<file path="src/core/seq_pkg.sv">
// Constants and types shared by the speed limit and sequence input logic.
// Assumes a single 200 MHz clock domain and a synchronous active-high reset.
package seq_pkg;
    localparam int unsigned CLK_HZ = 200000000;
    localparam int unsigned SPEED_W = 16;
    localparam int unsigned POS_W = 32;
    localparam int unsigned TLIM_SEL_W = 4;
    // Debounce time in microseconds and its cycle count.
    localparam int unsigned DEBOUNCE_US = 100;
    localparam int unsigned DEBOUNCE_CYC = (CLK_HZ / 1000000) * DEBOUNCE_US;
    localparam int unsigned DEB_CNT_W = 15;
    localparam logic [DEB_CNT_W-1:0] DEB_LAST = DEB_CNT_W'(DEBOUNCE_CYC - 1);
    localparam logic [7:0] ESTOP_ALARM_CODE = 8'h57;
    localparam logic [TLIM_SEL_W-1:0] TLIM_SEL_PIN_A = 4'h3;
    localparam logic [TLIM_SEL_W-1:0] TLIM_SEL_PIN_B = 4'h5;
    localparam logic ESTOP_ENABLE_RST = 1'b1;
    localparam logic [1:0] OT_ASSIGN_DEFAULT = 2'h0;
    // Input vector positions of the debounced sequence inputs.
    localparam int unsigned N_IN = 11;
    localparam int unsigned I_ESTOP = 0;
    localparam int unsigned I_LATCH_A = 1;
    localparam int unsigned I_LATCH_B = 2;
    localparam int unsigned I_LATCH_C = 3;
    localparam int unsigned I_FTL = 4;
    localparam int unsigned I_RTL = 5;
    localparam int unsigned I_OT_P19 = 6;
    localparam int unsigned I_OT_P20 = 7;
    localparam int unsigned I_PROX = 8;
    localparam int unsigned I_GP0 = 9;
    localparam int unsigned I_GP2 = 10;
    // The stop input starts as connected, so reset alone raises no alarm.
    localparam logic [N_IN-1:0] COND_LVL_RST = N_IN'(1 << I_ESTOP);
    typedef enum logic [2:0] {
        ST_RUN = 3'b001,
        ST_FWD_STOP = 3'b010,
        ST_REV_STOP = 3'b100
    } ot_state_e;
endpackage

</file>
<file path="src/core/seq_in_if.sv">
// Carries the conditioned sequence inputs from the input conditioner.
// Assumes both ends share sys_clk_in.
`timescale 1ns/1ps
interface seq_in_if;
    logic [seq_pkg::N_IN-1:0] level;
    logic [seq_pkg::N_IN-1:0] rise;
    modport src (output level, output rise);
    modport dst (input level, input rise);
endinterface

</file>
<file path="src/core/seq_in_cond.sv">
// Synchronises and debounces each sequence input pin except gp_input_one_in, which servo_seq_ctrl only synchronises.
// Assumes raw pins are asynchronous to sys_clk_in.
`timescale 1ns/1ps
module seq_in_cond
    import seq_pkg::*;
(
    input wire logic sys_clk_in,
    input wire logic rst_in,
    input wire logic [N_IN-1:0] pins_in,
    seq_in_if.src cond
);
    logic [N_IN-1:0] s1_q, s2_q, lvl_q, lvl_d, rise_q, rise_d;
    logic [DEB_CNT_W-1:0] cnt_q [N_IN];
    logic [DEB_CNT_W-1:0] cnt_d [N_IN];

    // An input is accepted once it stays stable for the debounce time.
    genvar g;
    for (g = 0; g < N_IN; g++) begin : g_in
        always_comb begin
            cnt_d[g] = '0;
            lvl_d[g] = lvl_q[g];
            rise_d[g] = 1'b0;
            if (s2_q[g] != lvl_q[g]) begin
                if (cnt_q[g] == DEB_LAST) begin
                    lvl_d[g] = s2_q[g];
                    rise_d[g] = s2_q[g];
                end else begin
                    cnt_d[g] = cnt_q[g] + 1'b1;
                end
            end
        end
        always_ff @(posedge sys_clk_in) begin
            if (rst_in) begin
                cnt_q[g] <= '0;
            end else begin
                cnt_q[g] <= cnt_d[g];
            end
        end
    end

    always_ff @(posedge sys_clk_in) begin
        if (rst_in) begin
            s1_q <= '0;
            s2_q <= '0;
            lvl_q <= COND_LVL_RST;
            rise_q <= '0;
        end else begin
            s1_q <= pins_in;
            s2_q <= s1_q;
            lvl_q <= lvl_d;
            rise_q <= rise_d;
        end
    end

    assign cond.level = lvl_q;
    assign cond.rise = rise_q;
endmodule

</file>
<file path="src/core/servo_seq_ctrl.sv">
// Speed limit in torque control and sequence input handling of a servo drive.
// Assumes settings are static between changes and pins are asynchronous.
`timescale 1ns/1ps
module servo_seq_ctrl
    import seq_pkg::*;
(
    // Clock and reset.
    input wire logic sys_clk_in,
    input wire logic rst_in,
    // Speed limit.
    input wire logic torque_mode_in,
    input wire logic [seq_pkg::SPEED_W-1:0] internal_speed_limit_in,
    input wire logic [seq_pkg::SPEED_W-1:0] net_speed_limit_in,
    input wire logic speed_limit_source_sel_in,
    input wire logic [seq_pkg::SPEED_W-1:0] speed_cmd_mag_in,
    // Settings.
    input wire logic estop_input_enable_n_in,
    input wire logic [seq_pkg::TLIM_SEL_W-1:0] torque_limit_sel_in,
    input wire logic overtravel_input_enable_in,
    input wire logic [1:0] overtravel_stop_method_in,
    input wire logic origin_prox_polarity_in,
    input wire logic [1:0] overtravel_pin_assign_in,
    // Field pins.
    input wire logic estop_in,
    input wire logic latch_in_a_in,
    input wire logic latch_in_b_in,
    input wire logic latch_in_c_in,
    input wire logic fwd_torque_lim_in,
    input wire logic rev_torque_lim_in,
    input wire logic fwd_overtravel_in,
    input wire logic rev_overtravel_in,
    input wire logic origin_prox_in,
    input wire logic gp_input_zero_in,
    input wire logic gp_input_one_in,
    input wire logic gp_input_two_in,
    // Feedback.
    input wire logic [seq_pkg::POS_W-1:0] fb_pos_in,
    // Speed limit results.
    output logic [seq_pkg::SPEED_W-1:0] speed_limit_out,
    output logic [seq_pkg::SPEED_W-1:0] speed_cmd_limited_out,
    output logic speed_limited_out,
    // Alarm.
    output logic estop_alarm_out,
    output logic [7:0] alarm_code_out,
    // Latches.
    output logic [seq_pkg::POS_W-1:0] latch_pos_a_out,
    output logic [seq_pkg::POS_W-1:0] latch_pos_b_out,
    output logic [seq_pkg::POS_W-1:0] latch_pos_c_out,
    output logic [2:0] latch_done_out,
    // Torque limit selection.
    output logic use_fwd_tlim_out,
    output logic use_rev_tlim_out,
    // Overtravel stop.
    output logic fwd_prohibit_out,
    output logic rev_prohibit_out,
    output logic [1:0] stop_method_out,
    // Origin and general inputs.
    output logic origin_prox_out,
    output logic [2:0] gp_inputs_out
);
    seq_in_if cond_if ();
    logic [N_IN-1:0] pins;
    logic gp1_s1_q, gp1_s2_q;

    assign pins = {gp_input_two_in, gp_input_zero_in, origin_prox_in, rev_overtravel_in,
                   fwd_overtravel_in, rev_torque_lim_in, fwd_torque_lim_in, latch_in_c_in,
                   latch_in_b_in, latch_in_a_in, estop_in};

    seq_in_cond u_cond (
        .sys_clk_in(sys_clk_in),
        .rst_in(rst_in),
        .pins_in(pins),
        .cond(cond_if.src)
    );

    // Speed limit path.
    logic [SPEED_W-1:0] lim_d, lim_q, cmd_d, cmd_q;
    logic hit_d, hit_q;
    always_comb begin
        lim_d = internal_speed_limit_in;
        if (speed_limit_source_sel_in && net_speed_limit_in < internal_speed_limit_in) begin
            lim_d = net_speed_limit_in;
        end
        cmd_d = speed_cmd_mag_in;
        hit_d = 1'b0;
        // Magnitude cap, so it applies the same way in either direction.
        if (torque_mode_in && speed_cmd_mag_in > lim_q) begin
            cmd_d = lim_q;
            hit_d = 1'b1;
        end
    end
    always_ff @(posedge sys_clk_in) begin
        if (rst_in) begin
            lim_q <= '0;
            cmd_q <= '0;
            hit_q <= 1'b0;
        end else begin
            lim_q <= lim_d;
            cmd_q <= cmd_d;
            hit_q <= hit_d;
        end
    end

    // Emergency stop: pin high means supply connected, hence not tripped.
    logic alarm_d, alarm_q;
    logic [7:0] code_d, code_q;
    always_comb begin
        alarm_d = !estop_input_enable_n_in == ESTOP_ENABLE_RST && !cond_if.level[I_ESTOP];
        // The code is registered beside the alarm so that both change on one edge.
        code_d = alarm_d ? ESTOP_ALARM_CODE : 8'h00;
    end
    always_ff @(posedge sys_clk_in) begin
        if (rst_in) begin
            alarm_q <= 1'b0;
            code_q <= 8'h00;
        end else begin
            alarm_q <= alarm_d;
            code_q <= code_d;
        end
    end

    // Position latches.
    logic [POS_W-1:0] lp_q [3];
    logic [POS_W-1:0] lp_d [3];
    logic [2:0] done_d, done_q;
    genvar k;
    for (k = 0; k < 3; k++) begin : g_lat
        always_comb begin
            lp_d[k] = lp_q[k];
            done_d[k] = 1'b0;
            if (cond_if.rise[I_LATCH_A + k]) begin
                lp_d[k] = fb_pos_in;
                done_d[k] = 1'b1;
            end
        end
        always_ff @(posedge sys_clk_in) begin
            if (rst_in) begin
                lp_q[k] <= '0;
            end else begin
                lp_q[k] <= lp_d[k];
            end
        end
    end

    // Torque limit, overtravel, origin and general inputs.
    logic ftl_d, rtl_d, ftl_q, rtl_q, prox_d, prox_q;
    logic fwd_ot, rev_ot;
    logic [1:0] meth_q;
    logic [2:0] gp_d, gp_q;
    ot_state_e ot_q, ot_d;
    always_comb begin
        ftl_d = 1'b0;
        rtl_d = 1'b0;
        if (torque_limit_sel_in == TLIM_SEL_PIN_A || torque_limit_sel_in == TLIM_SEL_PIN_B) begin
            ftl_d = cond_if.level[I_FTL];
            rtl_d = cond_if.level[I_RTL];
        end
        // Assignment default maps pin 19 forward and pin 20 reverse; else swapped.
        if (overtravel_pin_assign_in == OT_ASSIGN_DEFAULT) begin
            fwd_ot = cond_if.level[I_OT_P19];
            rev_ot = cond_if.level[I_OT_P20];
        end else begin
            fwd_ot = cond_if.level[I_OT_P20];
            rev_ot = cond_if.level[I_OT_P19];
        end
        fwd_ot = fwd_ot && overtravel_input_enable_in;
        rev_ot = rev_ot && overtravel_input_enable_in;
        ot_d = ot_q;
        unique case (ot_q)
            ST_RUN: begin
                if (fwd_ot) begin
                    ot_d = ST_FWD_STOP;
                end else if (rev_ot) begin
                    ot_d = ST_REV_STOP;
                end
            end
            ST_FWD_STOP: begin
                if (!fwd_ot) begin
                    ot_d = rev_ot ? ST_REV_STOP : ST_RUN;
                end
            end
            ST_REV_STOP: begin
                if (!rev_ot) begin
                    ot_d = fwd_ot ? ST_FWD_STOP : ST_RUN;
                end
            end
        endcase
        prox_d = cond_if.level[I_PROX] ^ origin_prox_polarity_in;
        gp_d = {cond_if.level[I_GP2], gp1_s2_q, cond_if.level[I_GP0]};
    end
    always_ff @(posedge sys_clk_in) begin
        if (rst_in) begin
            ftl_q <= 1'b0;
            rtl_q <= 1'b0;
            ot_q <= ST_RUN;
            meth_q <= '0;
            prox_q <= 1'b0;
            gp_q <= '0;
            gp1_s1_q <= 1'b0;
            gp1_s2_q <= 1'b0;
            done_q <= '0;
        end else begin
            ftl_q <= ftl_d;
            rtl_q <= rtl_d;
            ot_q <= ot_d;
            meth_q <= overtravel_stop_method_in;
            prox_q <= prox_d;
            gp_q <= gp_d;
            gp1_s1_q <= gp_input_one_in;
            gp1_s2_q <= gp1_s1_q;
            done_q <= done_d;
        end
    end

    assign speed_limit_out = lim_q;
    assign speed_cmd_limited_out = cmd_q;
    assign speed_limited_out = hit_q;
    assign estop_alarm_out = alarm_q;
    assign alarm_code_out = code_q;
    assign latch_pos_a_out = lp_q[0];
    assign latch_pos_b_out = lp_q[1];
    assign latch_pos_c_out = lp_q[2];
    assign latch_done_out = done_q;
    assign use_fwd_tlim_out = ftl_q;
    assign use_rev_tlim_out = rtl_q;
    // One-hot state bits drive the prohibit outputs directly.
    assign fwd_prohibit_out = ot_q[1];
    assign rev_prohibit_out = ot_q[2];
    assign stop_method_out = meth_q;
    assign origin_prox_out = prox_q;
    assign gp_inputs_out = gp_q;
endmodule

</file>
<file path="config.mk">
export PLATFORM = sky130hd
export DESIGN_NAME = servo_seq_ctrl
export DESIGN_NICKNAME = d
export VERILOG_FILES = /design/src/core/seq_pkg.sv /design/src/core/seq_in_if.sv /design/src/core/seq_in_cond.sv /design/src/core/servo_seq_ctrl.sv
export SDC_FILE = /design/constraint.sdc
export NUM_CORES = 1
export LEC_CHECK = 0
export ABC_AREA = 1
export BUFFER_PORTS_ARGS = -buffer_cell sky130_fd_sc_hd__buf_2
export CAP_MARGIN = 20
export CORE_ASPECT_RATIO = 0.6
export CORE_MARGIN = 4
export CORE_UTILIZATION = 45
export CTS_CLUSTER_SIZE = 14
export DETAILED_ROUTE_END_ITERATION = 10
export PLACE_DENSITY = 0.69
export SETUP_SLACK_MARGIN = 0.15
export SYNTH_ARGS = -nofsm -noshare
export SYNTH_HDL_FRONTEND = slang
export SYNTH_HIERARCHICAL = 1
export SYNTH_SLANG_ARGS = --single-unit
</file>
<file path="constraint.sdc">
create_clock -name sys_clk_in -period 1.5 [get_ports sys_clk_in]
set_input_delay 0 -clock sys_clk_in [delete_from_list [all_inputs] [get_ports sys_clk_in]]
set_output_delay 0 -clock sys_clk_in [all_outputs]
set_load 0.02 [all_outputs]
</file>
==> out/qor.yml <==
sta:
  slew_viol_final: 0
  setup-tns-final_ns: -4.206
  fmax_mhz: 562.9
  hold_violations: 0
  fin_crit_sh_pct: 118.4
  rsz0062_at_grt: "yes"
  finClkSkew_ns: 0.01847
  fin_ws_ns: -0.2764
  report.final.setup_viol: 17
  holdWs_ns: 0.02162
  layout_min_cycle_time_ns: 1.776
synth:
  syn_avg_cell_area_sq_um: 7.210
  synthCells: 2140
  syn_area_sq_mm: 0.01543
  synth_warnings: 6
critical_path:
  r2r_setup_slack_ns: -0.28
  cp.required_ns: 1.92
  path_max_fanout: 8
  arrival_ns: 2.20
  timing_worst_setup_path_type: "reg -> reg"
  crit_path_start_kind: "flop"
  regToRegEndpoint: "speed_cmd_limited_out[11]$_SDFF_PP0_"
  reg2reg_depth: 12
  endpoint_kind: "flop"
  rr_startpoint: "speed_limit_out[13]$_SDFF_PP0_"
power_and_ir_drop:
  ir_drop_mv: 0.8141
  p_per_area_mw_per_mm2: 967.0
  p_leak_uw: 0.008697
layout:
  nNetsFinal: 2720
  multiInputGateArea_sq_mm: 0.008208
  seq_area_sq_mm: 0.007037
  nFillCells: 2836
  final_util_pct: 62.39
  drive_gt1_share_pct: 25.06
  syn2layout_area_growth_pct: 36.55
  fin_area_sq_mm: 0.02107
cts:
  path_clk_slew_ns: 0.06
  clock_sinks: 347
  clockBufferDepth: 3
  numCtsBuffers: 35
  htreeDepth: 2
  root_buffer: "clkbuf_16"
  cts_tree: "done"
  clk_latency_ns: 0.53
routing:
  drtIter0Drc: 1301
  drcViolationCount: 0
  wl_per_cell_um: 14.69
  vias: 15230
  totalWireLength_um: 44850
  viasPerCell: 4.986
  antenna_left: 0
  drtPass1Iterations: 7
flow_run:
  drv_cap: 0
placed_design:
  place.gp.congestion: 0.8903
  port_buffers: 254
  place_area_sq_mm: 0.01757
  dp_slack_ns: -0.2445
  place_hpwl_um: 29200
global_routing:
  grtUsageTotal_pct: 22.42
  grt_antenna_before_repair: 1
  grt_first_pass_wirelength_um: 69130
  grt_max_degree: 90
  grt_overflow: 0
  grt_pass1_vias: 14020
min_path:
  hold_end: "speed_limit_out[12]$_SDFF_PP0_"
  min-delay-start: "speed_limit_source_sel_in"
  whs_path_depth: 6
  min_path_type: "in -> reg"
die:
  num_io_pins: 258
  rows: 52
  die_h_um: 151.4
  dieWidth_um: 247.0
  dieArea_sq_mm: 0.03741
  initial_core_util_pct: 45.69
  core_area_sq_mm: 0.03377
status:
  failed_checks: "negative setup slack"
  status: "finished with violations"
==> power by group <==
group	internal (uW)	switching (uW)	total [uW]
Combinational	934	1090	2020
Sequential	9350	86.0	9440
Clock	5240	3670	8910
==> per-layer routing <==
| metal | global-route usage [%] | share of wire (%) |
|---|---|---|
| met2 | 35.83 | 46 |
| met1 | 30.81 | 45 |
| met4 | 7.169 | 2.8 |
| met3 | 4.229 | 6.6 |
| met5 | 0 | 0.022 |
==> stage by stage <==
stage | power [uW] | cells
final | 20370 | 3054
after global routing | 21130 | 3053
after CTS | 20410 | 3029
after detailed placement | 11080 | 2834
after global placement | 11040 | 2834
after floorplan | 10510 | 2142
==> critical path, cell delays in order (launching register included) <==
cell     delay, ns
dfxtp_4       0.35
inv_4         0.04
ha_4          0.26
nand2_2       0.06
nor2_4        0.16
nand2_2       0.11
inv_1         0.11
nand2_2       0.08
nand2_4       0.15
buf_12        0.15
nand3_1       0.09
nand2_1       0.08
nor2_1        0.05
==> worst max-delay path by stage <==
stage	from	to	cells past startpoint	slack (ns)
detailed placement	speed_limit_out[11]$_SDFF_PP0_	speed_cmd_limited_out[9]$_SDFF_PP0_	9	-0.24
global placement	speed_limit_out[7]$_SDFF_PP0_	speed_cmd_limited_out[4]$_SDFF_PP0_	9	-0.17
finish	speed_limit_out[13]$_SDFF_PP0_	speed_cmd_limited_out[11]$_SDFF_PP0_	12	-0.28
CTS	speed_limit_out[9]$_SDFF_PP0_	speed_cmd_limited_out[9]$_SDFF_PP0_	12	-0.21
global route	speed_limit_out[15]$_SDFF_PP0_	speed_cmd_limited_out[13]$_SDFF_PP0_	10	-0.38
floorplan	speed_limit_out[13]$_SDFF_PP0_	speed_cmd_limited_out[13]$_SDFF_PP0_	12	-0.08
==> final cells by class <==
type | instances | share of cell area [%]
antenna | 1 | 0.01188
clock buffer | 49 | 4.793
clock inverter | 11 | 0.7245
inverter | 229 | 4.175
multi-input combinational | 1508 | 38.96
sequential | 347 | 33.40
tap | 459 | 2.726
timing repair buffer | 450 | 15.21
==> flip-flops by register name (all words and copies together), names as in the netlist, 11 cells and up <==
register,count
u_cond/s2_q,11
speed_limit_out,16
lp_q,96
u_cond/cnt_q,165
speed_cmd_limited_out,16
u_cond/cond.level,11
u_cond/s1_q,11
==> what timing repair did <==
item / 4_1_cts / 5_1_grt
gates cloned: 14 / 2
hold buffers: 112 / 1
endpoints found under the hold margin: 166 / 1
resized for setup: 87 / 126
endpoints found under the setup margin: 179 / 210
pin swaps: 33 / 50
buffers inserted: 9 / 21
==> layout by cell type, fill, tap and decap left out, drive strengths merged, types with 48 or more instances in the layout <==
master and count:
inv 230, nand2 373, o21ai 109, a21oi 116
buf 336, clkbuf 50, nor2 554, xor2 48
dfxtp 347, dlygate4sd3 112, nand3 139
No activity file was read; power rests on OpenSTA's default activity.
